--- config.mk ---
export PLATFORM = sky130hd
export DESIGN_NAME = shp_host_port
export DESIGN_NICKNAME = d
export VERILOG_FILES = /design/src/shared/shp_pkg.sv /design/src/rtl/shp_fifo.sv /design/src/rtl/shp_host_port.sv
export VERILOG_INCLUDE_DIRS = /design/src /design/src/shared
export SDC_FILE = /design/constraint.sdc
export NUM_CORES = 1
export LEC_CHECK = 0
export BUFFER_PORTS_ARGS = -buffer_cell sky130_fd_sc_hd__buf_2
export CAP_MARGIN = 20
export CORE_UTILIZATION = 60
export DETAILED_ROUTE_END_ITERATION = 6
export GPL_TIMING_DRIVEN = 0
export PLACE_DENSITY = 0.89
export SLEW_MARGIN = 20
export SYNTH_ARGS = -nofsm -noshare
export SYNTH_HDL_FRONTEND = slang
export SYNTH_SLANG_ARGS = --single-unit
--- constraint.sdc ---
create_clock -name clk -period 4 [get_ports clk]
set_input_delay 0.4 -clock clk [delete_from_list [all_inputs] [get_ports clk]]
set_output_delay 0.4 -clock clk [all_outputs]
set_load 0.05 [all_outputs]
--- src/shared/shp_consts.svh ---
// Purpose: constants of the serial controller host port
// Assumes: 25 MHz clk, synchronous active-low reset
`ifndef SHP_CONSTS_SVH
`define SHP_CONSTS_SVH
`define SHP_TX_DEPTH     2
`define SHP_RX_DEPTH     4
`define SHP_ACK_PULSES   2
`define SHP_PTR_CMD      3'h0
`define SHP_PTR_INT      3'h1
`define SHP_PTR_VEC      3'h2
`define SHP_PTR_RXCTL    3'h3
`define SHP_PTR_TXCTL    3'h5
`define SHP_CMD_CHRESET  3'h3
`define SHP_BIT_TXIE     1
`define SHP_BIT_RXIE     3
`define SHP_BIT_WAITRX   5
`define SHP_BIT_WAITEN   7
`define SHP_BIT_VECEN    0
`define SHP_BIT_RXEN     0
`define SHP_BIT_TXEN     3
`define SHP_BIT_RTS      1
`define SHP_BIT_DTR      7
`define SHP_VEC_RESET    8'h00
`endif

--- src/shared/shp_pkg.sv ---
// Purpose: types of the serial controller host port
// Assumes: nothing
// Notes: acknowledge states are gray coded
package shp_pkg;
    typedef enum logic [1:0] {
        SHP_ACK_IDLE = 2'b00,
        SHP_ACK_MID  = 2'b01,
        SHP_ACK_LAST = 2'b11
    } shp_ack_state_type;
endpackage : shp_pkg

--- src/rtl/shp_fifo.sv ---
// Purpose: small byte buffer for one direction of one channel
// Assumes: push ignored when full, pop ignored when empty
// Notes: flush empties it in one cycle
`timescale 1ns/10ps
`default_nettype none
module shp_fifo #(
    parameter int WIDTH = 8,
    parameter int DEPTH = 4
) (
    input  wire logic             clk,
    input  wire logic             resetn,
    input  wire logic             flush,
    input  wire logic             push,
    input  wire logic [WIDTH-1:0] din,
    input  wire logic             pop,
    output logic      [WIDTH-1:0] dout,
    output logic                  full,
    output logic                  empty
);
    localparam int AW = (DEPTH > 1) ? $clog2(DEPTH) : 1;
    logic [WIDTH-1:0] mem_q [DEPTH];
    logic [AW-1:0]    wp_q;
    logic [AW-1:0]    rp_q;
    logic [AW:0]      cnt_q;
    logic             do_push;
    logic             do_pop;

    function automatic logic [AW-1:0] nxt(input logic [AW-1:0] p);
        nxt = (p == AW'(DEPTH - 1)) ? '0 : p + 1'b1;
    endfunction : nxt

    assign full    = (cnt_q == (AW+1)'(DEPTH));
    assign empty   = (cnt_q == '0);
    assign do_push = push && !full;
    assign do_pop  = pop && !empty;
    assign dout    = mem_q[rp_q];

    always_ff @(posedge clk) begin
        if (do_push) begin
            mem_q[wp_q] <= din;
        end
    end

    always_ff @(posedge clk) begin
        if (!resetn || flush) begin
            wp_q  <= '0;
            rp_q  <= '0;
            cnt_q <= '0;
        end else begin
            if (do_push) wp_q <= nxt(wp_q);
            if (do_pop)  rp_q <= nxt(rp_q);
            cnt_q <= cnt_q + (AW+1)'(do_push) - (AW+1)'(do_pop);
        end
    end
endmodule : shp_fifo
`default_nettype wire

--- src/rtl/shp_host_port.sv ---
// Purpose: host bus port of a two-channel serial controller
// Assumes: all inputs synchronous to clk; serial engines sit outside
// Notes: strobes and chip select active low, chan_sel and ctl_sel active high; outputs are registered
`timescale 1ns/10ps
`default_nettype none
`include "shp_consts.svh"
module shp_host_port
    import shp_pkg::*;
#(
    parameter int ACK_PULSES = `SHP_ACK_PULSES,
    parameter int TX_DEPTH   = `SHP_TX_DEPTH,
    parameter int RX_DEPTH   = `SHP_RX_DEPTH
) (
    input  wire logic       clk,
    input  wire logic       resetn,
    input  wire logic       cs_n,
    input  wire logic       rd_n,
    input  wire logic       wr_n,
    input  wire logic       chan_sel,
    input  wire logic       ctl_sel,
    input  wire logic [7:0] data_in,
    output logic      [7:0] data_out,
    output logic            data_oe,
    input  wire logic       dma_grant_in_n,
    input  wire logic       vector_acknowledge_strobe_n,
    input  wire logic       chain_grant_in_n,
    output logic            chain_grant_out_n,
    output logic            int_n,
    output logic            stall_out_a_n,
    output logic            stall_out_b_n,
    input  wire logic       tx_line_a,
    input  wire logic       tx_line_b,
    output logic            serial_out_a,
    output logic            serial_out_b,
    output logic            terminal_ready_a,
    output logic            terminal_ready_b,
    output logic            send_request_a,
    output logic            send_request_b,
    input  wire logic       tx_pop_a,
    input  wire logic       tx_pop_b,
    output logic      [7:0] tx_byte_a,
    output logic      [7:0] tx_byte_b,
    output logic            tx_ready_a,
    output logic            tx_ready_b,
    input  wire logic       rx_push_a,
    input  wire logic       rx_push_b,
    input  wire logic [7:0] rx_byte_a,
    input  wire logic [7:0] rx_byte_b
);
    logic [2:0]        ptr_q [2];
    logic [7:0]        cr1_q [2];
    logic [1:0]        rx_en_q;
    logic [1:0]        tx_en_q;
    logic              vec_en_q;
    logic [7:0]        vector_q;
    logic              rd_q;
    logic              wr_q;
    logic              wr_ch_q;
    logic              wr_ctl_q;
    logic              rd_ch_q;
    logic              rd_ctl_q;
    logic [7:0]        wr_data_q;
    logic [1:0]        flush_q;
    shp_ack_state_type ack_q;
    logic              respond_q;
    logic              vack_q;
    logic [1:0]        tx_full;
    logic [1:0]        tx_empty;
    logic [1:0]        rx_empty;
    logic [7:0]        tx_head [2];
    logic [7:0]        rx_head [2];
    logic [1:0]        tx_push;
    logic [1:0]        rx_pop;
    logic [1:0]        rx_push;
    logic [1:0]        tx_pop;
    logic [7:0]        rx_din [2];
    logic [1:0]        wait_cond;
    logic [1:0]        chan_int;
    logic              dma;
    logic              rd_act;
    logic              wr_act;
    logic              ch;
    logic              ctl;
    logic              rd_end;
    logic              wr_end;
    logic              int_req;
    logic              vack;
    logic              vack_end;
    logic [7:0]        rd_value;

    function automatic logic [7:0] status(input logic c);
        status = {5'h00, tx_empty[c], (c == 1'b0) && int_req, !rx_empty[c]};
    endfunction : status

    assign dma      = !dma_grant_in_n;
    assign rd_act   = !rd_n && (!cs_n || dma);
    assign wr_act   = !wr_n && (!cs_n || dma);
    // dma serves channel A first, then B
    assign ch       = dma ? (rd_act ? rx_empty[0] : tx_full[0]) : chan_sel;
    assign ctl      = dma ? 1'b0 : ctl_sel;
    assign rd_end   = rd_q && !rd_act;
    assign wr_end   = wr_q && !wr_act;
    assign vack     = !vector_acknowledge_strobe_n;
    assign vack_end = vack_q && !vack;
    assign rx_push  = {rx_push_b && rx_en_q[1], rx_push_a && rx_en_q[0]};
    assign tx_pop   = {tx_pop_b, tx_pop_a};
    assign rx_din[0] = rx_byte_a;
    assign rx_din[1] = rx_byte_b;

    always_comb begin
        for (int c = 0; c < 2; c++) begin
            tx_push[c]  = wr_end && !wr_ctl_q && (wr_ch_q == c[0]);
            rx_pop[c]   = rd_end && !rd_ctl_q && (rd_ch_q == c[0]);
            chan_int[c] = (cr1_q[c][`SHP_BIT_RXIE] && !rx_empty[c])
                       || (cr1_q[c][`SHP_BIT_TXIE] && tx_empty[c] && tx_en_q[c]);
            // stall follows one side only, chosen per channel
            wait_cond[c] = cr1_q[c][`SHP_BIT_WAITEN] && !ctl && (ch == c[0])
                && (cr1_q[c][`SHP_BIT_WAITRX] ? (rd_act && rx_empty[c])
                                              : (wr_act && tx_full[c]));
        end
    end
    assign int_req = |chan_int;

    always_comb begin
        if (ctl) begin
            case (ptr_q[ch])
                `SHP_PTR_CMD: rd_value = status(ch);
                `SHP_PTR_VEC: rd_value = ch ? vector_q : 8'h00;
                default:      rd_value = 8'h00;
            endcase
        end else begin
            rd_value = rx_head[ch];
        end
    end

    for (genvar g = 0; g < 2; g++) begin : g_chan
        shp_fifo #(.WIDTH(8), .DEPTH(TX_DEPTH)) u_tx (
            .clk    (clk),
            .resetn (resetn),
            .flush  (flush_q[g]),
            .push   (tx_push[g]),
            .din    (wr_data_q),
            .pop    (tx_pop[g]),
            .dout   (tx_head[g]),
            .full   (tx_full[g]),
            .empty  (tx_empty[g])
        );
        shp_fifo #(.WIDTH(8), .DEPTH(RX_DEPTH)) u_rx (
            .clk    (clk),
            .resetn (resetn),
            .flush  (flush_q[g]),
            .push   (rx_push[g]),
            .din    (rx_din[g]),
            .pop    (rx_pop[g]),
            .dout   (rx_head[g]),
            .full   (),
            .empty  (rx_empty[g])
        );
    end

    // access tracking: load the access fields while a strobe is active, hold them once it ends
    always_ff @(posedge clk) begin
        if (!resetn) begin
            rd_q      <= 1'b0;
            wr_q      <= 1'b0;
            wr_ch_q   <= 1'b0;
            wr_ctl_q  <= 1'b0;
            rd_ch_q   <= 1'b0;
            rd_ctl_q  <= 1'b0;
            wr_data_q <= 8'h00;
        end else begin
            rd_q <= rd_act;
            wr_q <= wr_act;
            if (wr_act) begin
                wr_ch_q   <= ch;
                wr_ctl_q  <= ctl;
                wr_data_q <= data_in;
            end
            if (rd_act) begin
                rd_ch_q  <= ch;
                rd_ctl_q <= ctl;
            end
        end
    end

    // control register writes through the per-channel pointer
    always_ff @(posedge clk) begin
        if (!resetn) begin
            for (int c = 0; c < 2; c++) begin
                ptr_q[c] <= `SHP_PTR_CMD;
                cr1_q[c] <= 8'h00;
            end
            rx_en_q  <= 2'b00;
            tx_en_q  <= 2'b00;
            flush_q  <= 2'b00;
            vec_en_q <= 1'b0;
            vector_q <= `SHP_VEC_RESET;
        end else begin
            flush_q <= 2'b00;
            if (wr_end && wr_ctl_q) begin
                if (ptr_q[wr_ch_q] == `SHP_PTR_CMD) begin
                    ptr_q[wr_ch_q] <= wr_data_q[2:0];
                    if (wr_data_q[5:3] == `SHP_CMD_CHRESET) begin
                        flush_q[wr_ch_q] <= 1'b1;
                        cr1_q[wr_ch_q]   <= 8'h00;
                        rx_en_q[wr_ch_q] <= 1'b0;
                        tx_en_q[wr_ch_q] <= 1'b0;
                    end
                end else begin
                    ptr_q[wr_ch_q] <= `SHP_PTR_CMD;
                    case (ptr_q[wr_ch_q])
                        `SHP_PTR_INT:   cr1_q[wr_ch_q] <= wr_data_q;
                        `SHP_PTR_VEC: begin
                            if (wr_ch_q) vector_q <= wr_data_q;
                            else         vec_en_q <= wr_data_q[`SHP_BIT_VECEN];
                        end
                        `SHP_PTR_RXCTL: rx_en_q[wr_ch_q] <= wr_data_q[`SHP_BIT_RXEN];
                        `SHP_PTR_TXCTL: tx_en_q[wr_ch_q] <= wr_data_q[`SHP_BIT_TXEN];
                        default: ;
                    endcase
                end
            end else if (rd_end && rd_ctl_q) begin
                ptr_q[rd_ch_q] <= `SHP_PTR_CMD;
            end
        end
    end

    // modem and serial line outputs
    always_ff @(posedge clk) begin
        if (!resetn) begin
            terminal_ready_a <= 1'b1;
            terminal_ready_b <= 1'b1;
            send_request_a   <= 1'b1;
            send_request_b   <= 1'b1;
            serial_out_a     <= 1'b1;
            serial_out_b     <= 1'b1;
        end else begin
            serial_out_a <= tx_en_q[0] ? tx_line_a : 1'b1;
            serial_out_b <= tx_en_q[1] ? tx_line_b : 1'b1;
            if (wr_end && wr_ctl_q && ptr_q[wr_ch_q] == `SHP_PTR_TXCTL) begin
                if (wr_ch_q) begin
                    terminal_ready_b <= !wr_data_q[`SHP_BIT_DTR];
                    send_request_b   <= !wr_data_q[`SHP_BIT_RTS];
                end else begin
                    terminal_ready_a <= !wr_data_q[`SHP_BIT_DTR];
                    send_request_a   <= !wr_data_q[`SHP_BIT_RTS];
                end
            end
        end
    end

    // engine-facing transmit outputs
    always_ff @(posedge clk) begin
        if (!resetn) begin
            tx_byte_a  <= 8'h00;
            tx_byte_b  <= 8'h00;
            tx_ready_a <= 1'b0;
            tx_ready_b <= 1'b0;
        end else begin
            tx_byte_a  <= tx_head[0];
            tx_byte_b  <= tx_head[1];
            tx_ready_a <= tx_en_q[0] && !tx_empty[0] && !tx_pop_a;
            tx_ready_b <= tx_en_q[1] && !tx_empty[1] && !tx_pop_b;
        end
    end

    // acknowledge sequence
    always_ff @(posedge clk) begin
        if (!resetn) begin
            ack_q     <= SHP_ACK_IDLE;
            respond_q <= 1'b0;
            vack_q    <= 1'b0;
        end else begin
            vack_q <= vack;
            if (vack && !vack_q && ack_q == SHP_ACK_IDLE) begin
                respond_q <= !chain_grant_in_n && int_req && vec_en_q;
            end
            if (vack_end) begin
                case (ack_q)
                    SHP_ACK_IDLE: ack_q <= (ACK_PULSES > 2) ? SHP_ACK_MID : SHP_ACK_LAST;
                    SHP_ACK_MID:  ack_q <= SHP_ACK_LAST;
                    SHP_ACK_LAST: ack_q <= SHP_ACK_IDLE;
                    default:      ack_q <= SHP_ACK_IDLE;
                endcase
            end
        end
    end

    // data bus, interrupt, chain and stall outputs
    always_ff @(posedge clk) begin
        if (!resetn) begin
            data_out          <= 8'h00;
            data_oe           <= 1'b0;
            int_n             <= 1'b1;
            chain_grant_out_n <= 1'b1;
            stall_out_a_n     <= 1'b1;
            stall_out_b_n     <= 1'b1;
        end else begin
            if (vack && ack_q == SHP_ACK_LAST && respond_q) begin
                data_out <= vector_q;
                data_oe  <= 1'b1;
            end else begin
                data_out <= rd_value;
                data_oe  <= rd_act;
            end
            int_n             <= !int_req;
            chain_grant_out_n <= !(!chain_grant_in_n && !int_req);
            stall_out_a_n     <= !wait_cond[0];
            stall_out_b_n     <= !wait_cond[1];
        end
    end

    property p_oe_sel;
        @(posedge clk) disable iff (!resetn)
        (data_oe && !$past(vack)) |-> $past(rd_act);
    endproperty
    a_oe_sel: assert property (p_oe_sel) else $error("bus driven without read");

    property p_dtr_write;
        @(posedge clk) disable iff (!resetn)
        (wr_end && wr_ctl_q && !wr_ch_q && ptr_q[0] == `SHP_PTR_TXCTL)
        |=> terminal_ready_a == !$past(wr_data_q[`SHP_BIT_DTR]);
    endproperty
    a_dtr_write: assert property (p_dtr_write) else $error("control write lost");

    property p_chan_b;
        @(posedge clk) disable iff (!resetn)
        (!cs_n && !dma && !wr_n && chan_sel && !ctl_sel && !tx_full[1]) ##1 wr_end
        |=> !tx_empty[1];
    endproperty
    a_chan_b: assert property (p_chan_b) else $error("channel B write missed");

    property p_ctl_nopop;
        @(posedge clk) disable iff (!resetn)
        (rd_end && rd_ctl_q) |-> rx_pop == 2'b00;
    endproperty
    a_ctl_nopop: assert property (p_ctl_nopop) else $error("status read popped data");

    property p_dma_read;
        @(posedge clk) disable iff (!resetn)
        (dma && !rd_n && !rx_empty[0]) |=> (data_oe && data_out == $past(rx_head[0]));
    endproperty
    a_dma_read: assert property (p_dma_read) else $error("dma read gave wrong data");

    property p_reset_out;
        @(posedge clk)
        !resetn |=> (serial_out_a && serial_out_b && terminal_ready_a && send_request_b && int_n);
    endproperty
    a_reset_out: assert property (p_reset_out) else $error("reset outputs wrong");

    property p_int;
        @(posedge clk) disable iff (!resetn)
        int_req [*2] |-> !int_n;
    endproperty
    a_int: assert property (p_int) else $error("interrupt not raised");

    property p_chain;
        @(posedge clk) disable iff (!resetn)
        !chain_grant_out_n |-> ($past(!chain_grant_in_n) && !$past(int_req));
    endproperty
    a_chain: assert property (p_chain) else $error("chain passed with request");

    property p_stall;
        @(posedge clk) disable iff (!resetn)
        (wait_cond[0] ##1 wait_cond[0]) |-> !stall_out_a_n;
    endproperty
    a_stall: assert property (p_stall) else $error("stall missing");

    property p_vector;
        @(posedge clk) disable iff (!resetn)
        (vack && ack_q == SHP_ACK_LAST && respond_q) |=> (data_oe && data_out == $past(vector_q));
    endproperty
    a_vector: assert property (p_vector) else $error("vector not driven");

    c_write: cover property (@(posedge clk) disable iff (!resetn) tx_push[0]);
    c_read:  cover property (@(posedge clk) disable iff (!resetn) rx_pop[1]);
    c_vec:   cover property (@(posedge clk) disable iff (!resetn) vack && respond_q && ack_q == SHP_ACK_LAST);
    c_stall: cover property (@(posedge clk) disable iff (!resetn) !stall_out_b_n);
endmodule : shp_host_port
`default_nettype wire

# Yosys cells after proc, flatten, opt, wreduce, memory -nomap -nowiden
# Memories as Yosys holds them, arrays and structs flattened. A register that Yosys moved wholly into a read port is not among the register bits.
# Cells that the tools add are included.
[totals]
register_bits = 76
latchBits = 0
mem_bits_rw = 118
rom_bits = 0
in_bits = 40
out_inout_bits = 37
word_cells = 291
mem_count = 6
[classes]
add_sub_neg = 16
mul = 0
n_div = 0
n_lt_le_gt_ge = 4
eq_ne = 17
n_shift = 0
n_mux = 84
bitwise_logic = 10
n_reduce_logical = 113
[mem_list]
columns = ["memory", "words", "width", "read_ports", "rd_ports_with_merged_regs", "write_ports", "line", "source"]
rows = [
  ["g_chan[0].u_rx.mem_q", 4, 8, 1, 1, 1, "shp_fifo.sv:21", "logic [WIDTH-1:0] mem_q [DEPTH];"],
  ["g_chan[1].u_rx.mem_q", 4, 8, 1, 1, 1, "shp_fifo.sv:21", ""],
  ["cr1_q", 2, 8, 2, 0, 2, "shp_host_port.sv:51", "logic [7:0] cr1_q [2];"],
  ["g_chan[0].u_tx.mem_q", 2, 8, 1, 1, 1, "shp_fifo.sv:21", ""],
  ["g_chan[1].u_tx.mem_q", 2, 8, 1, 1, 1, "shp_fifo.sv:21", ""],
  ["ptr_q", 2, 3, 2, 1, 2, "shp_host_port.sv:50", "logic [2:0] ptr_q [2];"],
]
[op_table]
columns = ["operator", "n"]
rows = [
  ["$mux W8", 8],
  ["$mux W1", 54],
  ["$logic_and A1 B1 Y1", 53],
  ["$logic_not A1 Y1", 32],
  ["$mux W2", 15],
  ["$pmux W8 S2", 1],
  ["$eq A2 B2 Y1 const B", 7],
  ["$eq A3 B2 Y1 const B", 4],
  ["$logic_not A3 Y1", 4],
  ["$reduce_and A4 Y1", 3],
  ["$eq A3 B3 Y1 const B", 3],
  ["$mux W3", 3],
  ["$add A2 B1 Y2 const B", 4],
  ["$reduce_and A2 Y1", 4],
  ["$reduce_or A8 Y1", 1],
  ["$add A3 B1 Y3", 2],
  ["$logic_not A2 Y1", 3],
  ["$reduce_and A3 Y1", 2],
  ["$reduce_or A3 Y1", 2],
  ["$sub A3 B1 Y3", 2],
  ["$logic_or A1 B1 Y1", 5],
  ["$add A1 B1 Y1 const B", 4],
  ["$add A2 B1 Y2", 2],
  ["$and A2 B2 Y2", 2],
  ["other kinds (15)", 24],
]

# Logic depth before layout (Yosys ltp)
[depth]
word_depth = 13
ltp_mapped = 11
ltp_nobuf = 10

# Modules after synthesis
# A second synthesis with hierarchy kept.
[hier_totals]
hier_cells = 643
area_unflattened_um2 = 8350.5
[modules_own_cells]
columns = ["mod", "n_inst", "cells_each", "area_each_um2", "seq_area_each_um2"]
rows = [
  ["shp_host_port", 1, 347, 3435.8, 1821.7],
  ["shp_fifo (g_chan[0].u_rx ...)", 2, 94, 1639.1, 1141.1],
  ["shp_fifo (g_chan[0].u_tx ...)", 2, 54, 818.3, 580.6],
]

# Worst setup path before layout
# OpenSTA, ideal clock, no wires.
[synth_path]
path_type = "input to register"
startpoint = "input dma_grant_in_n"
endpoint = "register g_chan[0].u_rx.cnt_q[2]"
setup_ps = 128
arrival_ps = 2242
path_slack_ps = 1631
path_stages = 11
cell_sequence = "buf_4 -> a21oi_1 -> clkbuf_1 -> nand3b_1 -> or2_2 -> nand2_1 -> ha_1 -> fa_1 -> xnor2_1 -> xnor2_1 -> nor2_1"
[synth_between]
elab_chain_cells = 9
[synth_lines]
columns = ["item", "line", "source"]
rows = [
  ["start: declaration", "shp_host_port.sv:24", "input wire logic dma_grant_in_n,"],
  ["$logic_not A1 Y1", "shp_host_port.sv:95", "assign dma = !dma_grant_in_n;"],
  ["$logic_or A1 B1 Y1", "shp_host_port.sv:96", "assign rd_act = !rd_n && (!cs_n || dma);"],
  ["$logic_and A1 B1 Y1", "shp_host_port.sv:96", ""],
  ["$logic_not A1 Y1", "shp_host_port.sv:101", "assign rd_end = rd_q && !rd_act;"],
  ["$logic_and A1 B1 Y1", "shp_host_port.sv:101", ""],
  ["$logic_and A1 B1 Y1 (2 in series)", "shp_host_port.sv:113", "rx_pop[c] = rd_end && !rd_ctl_q && (rd_ch_q == c[0]);"],
  ["$logic_and A1 B1 Y1", "shp_fifo.sv:35", "assign do_pop = pop && !empty;"],
  ["$sub A3 B1 Y3", "shp_fifo.sv:52", "cnt_q <= cnt_q + (AW+1)'(do_push) - (AW+1)'(do_pop);"],
  ["end signal: assignment", "shp_fifo.sv:52", ""],
  ["end: declaration", "shp_fifo.sv:24", "logic [AW:0] cnt_q;"],
]
# No other way between the ends.
# A chain may end at the register's enable or synchronous reset.

# Final worst setup path
[layout_path]
startpoint = "register rd_q"
endpoint = "register g_chan[1].u_rx.cnt_q[2]"
[layout_between]
elab_chain_cells = 5
[layout_lines]
columns = ["item", "line", "source"]
rows = [
  ["start: declaration", "shp_host_port.sv:56", "logic rd_q;"],
  ["start signal: assignment", "shp_host_port.sv:172", "rd_q <= rd_act;"],
  ["$logic_and A1 B1 Y1", "shp_host_port.sv:101", ""],
  ["$logic_and A1 B1 Y1 (2 in series)", "shp_host_port.sv:113", ""],
  ["$logic_and A1 B1 Y1", "shp_fifo.sv:35", ""],
  ["$sub A3 B1 Y3", "shp_fifo.sv:52", ""],
  ["end signal: assignment", "shp_fifo.sv:52", ""],
  ["end: declaration", "shp_fifo.sv:24", ""],
]
# No other way between the ends.

==> out/results.txt <==
Yosys top cell by area: edfxtp_1
sequential fraction of the synthesis area: 63.6%
Fin. Hold Viols: 0
clock root buffer: clkbuf_16
Data arrival, critical path: 2850 ps
clock buffer depth: 3
Reg-to-Reg Start: rd_q$_SDFF_PN0_
Worst-Skew Late Latency: 500 ps
PD cells: 498 nW/um^2
fin crit period: 2490 ps
largest net degree at the start of global routing: 15
startpoint types: flip-flop
Setup WS pre-CTS: 1230 ps
gr ovfl total: 0
Area contributors post-synth: edfxtp_1, dfxtp_1, mux2i_1, mux4_2, nand2_1
final worst slack: 1510 ps
post-synthesis cell type count: 55
Synth Instances: 641
drt initial violations: 589
ys flop type: edfxtp_1
FFs w/ async S/R, synth: 0%
outcome: finished, final reports clean
Req. time, crit path: 4360 ps
footprint of the multi-input gates: 2780 um^2
share of layout cells above drive strength 1: 19.4%
Port Buffers: 74
Rows: 42
clk slew on worst S/H paths: 60 ps
Syn Nets: 699
CTS Hold Buffers Added: 0
clock sink total: 206
Die Y: 119 um
Crit. End Element: flip-flop
Residual DRC: 0
DRT antenna net count: 0
overall power: 4.72 mW
Clock Skews: 22.8 ps
HP Start: tx_pop_b
core area: 13300 um^2
post-CTS sizing: 0
CTS buffer count: 21
vias per std cell: 5.83
top-area cell type share of the netlist area: 40.2%
post-synthesis register bit count: 206
Pins Over Slew Limit: 0
fmax: 402 MHz
Nets: 797
Initial Utilization: 61.8%
CP Launch Point: rd_q$_SDFF_PN0_
HP Class: input port to flip-flop
fillcell total: 860
Post-CTS Setup Repair Bufs: 0
Synth Cell Area: 8220 um^2
critical path type: flip-flop to flip-flop
Setup TNS: 0 ps
RSZ-0062 raised after global routing: no
first-pass GRT wire length: 27.9 mm
initial antenna violation count: 0
I/O pin cnt: 77
number of synthesized flops with an enable pin: 110
vias in the first global route: 5529
final setup fails: 0
hpwl dp: 12.5 mm
critical path peak fanout: 5
Placer Congestion: 0.931
Final Cycle Share: 62.2%
final wirelength: 17.6 mm
Max IR drop VDD: 375 uV
WL/cell: 18.9 um
Total Routing Usage GR: 25.7%
H-tree Lvls: 1
vias: 5426
area of the die: 14200 um^2
drt first pass iters: 6
yosys warns: 0
Area growth syn-to-layout: 15.2%
relative slew slack: 41.6%
register area: 5230 um^2
n_diodes: 0
actual slew at the worst max-slew pin: 865 ps
Post-Syn Area per Cell: 12.8 um^2
TritonCTS clock tree: done
Die X: 119 um
fin util: 71.2%
maxcap violations: 0
static leakage: 3.49 nW
## layout by cell type (no fill, tap or decap), types with 3 or more instances in the layout
cell	synthesis	layout
or3_1	6	6
mux4_2	16	16
and2_1	22	22
o31ai_1	3	3
dfxtp_1	96	96
buf_2	3	78
buf_6	3	3
buf_1	3	3
nor2_1	45	45
o211a_1	3	3
ha_1	16	16
a31oi_1	3	3
clkbuf_8	0	4
nand3b_1	4	4
nor2b_1	21	21
inv_1	21	21
xnor2_1	10	10
a21oi_1	11	11
nand4_1	4	4
and3_1	3	3
a21boi_0	10	10
mux2i_1	38	38
clkbuf_16	0	21
edfxtp_1	110	110
nand2_1	62	62
nand3_1	16	16
nand2b_1	7	7
xor2_1	5	5
or2_2	3	3
nor3_1	20	20
o21ai_0	22	22
mux2_2	4	4
nand4b_1	3	3
clkbuf_1	17	24
## final timing paths
path,to,slack (ps),depth (start not counted)
max reg2reg,g_chan[1].u_rx.cnt_q[2]$_SDFF_PP0_,1510,9
min,tx_ready_b$_SDFF_PN0_,70,2
max,g_chan[1].u_rx.cnt_q[2]$_SDFF_PP0_,1510,9
min reg2reg,data_out[3]$_SDFF_PN0_,470,2
## cell families (layout without fill, tap and decap cells)
kind of cell | Yosys count | in the layout | synth area share, %
buffers and inverters | 49 | 162 | 2.65
muxes | 58 | 58 | 9.56
AOI/OAI and AO/OA | 66 | 66 | 5.44
and+or+nand+nor | 229 | 229 | 14.3
xor gates and xnor gates | 15 | 15 | 1.60
DFF | 206 | 206 | 63.6
adders and majority gates | 18 | 18 | 2.92
## per-stage QoR
step / cell area (um^2) / std cells / hold WS (ps)
after floorplan: 8220 / 641 / 425
after global placement: 8810 / 891 / 443
after detailed placement: 8820 / 892 / 454
after CTS: 9470 / 930 / 64.7
after global routing: 9470 / 930 / 77.6
final: 9470 / 930 / 71.0
## Yosys cell counts, types with 3 or more instances
library cell	number
edfxtp_1	110
nand4_1	4
o31ai_1	3
mux2_2	4
nor2_1	45
or3_1	6
buf_6	3
nand2_1	62
ha_1	16
nand4b_1	3
a31oi_1	3
a21oi_1	11
mux4_2	16
xnor2_1	10
mux2i_1	38
buf_2	3
clkbuf_1	17
and2_1	22
or2_2	3
nand2b_1	7
o21ai_0	22
nor3_1	20
nor2b_1	21
a21boi_0	10
buf_1	3
and3_1	3
nand3b_1	4
o211a_1	3
inv_1	21
nand3_1	16
dfxtp_1	96
xor2_1	5
## metal layers
metal  up-vias  global-route usage (%)  share of wire (%)
met1      2621                    31.9                 39
met4         0                    11.6                4.0
met2       254                    44.3                 50
met3        60                    3.93                7.3
li1       2491                       -                  -
met5         -                       0                  0
## critical path, cell delays in order, from the launching register on
cell,delay (ps)
dfxtp_1,360
nor4bb_1,540
nand2_1,240
mux2i_1,210
ha_1,180
inv_1,50
fa_1,370
xor2_1,190
xnor2_1,160
nor2_1,60
## cell type report
| type | count | share of cell area (%) |
|---|---|---|
| clock inverter | 5 | 0.330 |
| timing repair buffer | 75 | 3.97 |
| inverter | 21 | 0.833 |
| buffer | 28 | 1.47 |
| clock buffer | 33 | 6.49 |
| tap | 176 | 2.33 |
| sequential | 206 | 55.2 |
| multi-input combinational | 386 | 29.4 |
## sequential cells by signal (all words and copies together) (netlist names), 8 cells and up, named ones only
register           cells
vector_q               8
data_out               8
wr_data_q              8
cr1_q                  8
tx_byte_b              8
g_chan.u_rx.mem_q     64
g_chan.u_tx.mem_q     32
tx_byte_a              8
## power breakdown
part	switching (mW)	total (mW)	leakage (nW)	internal, mW
clock	0.774	1.83	0.322	1.06
combinational	0.349	0.532	1.37	0.183
sequential	0.0504	2.35	1.80	2.30
Note: power is estimated with default switching activity, not from simulation.
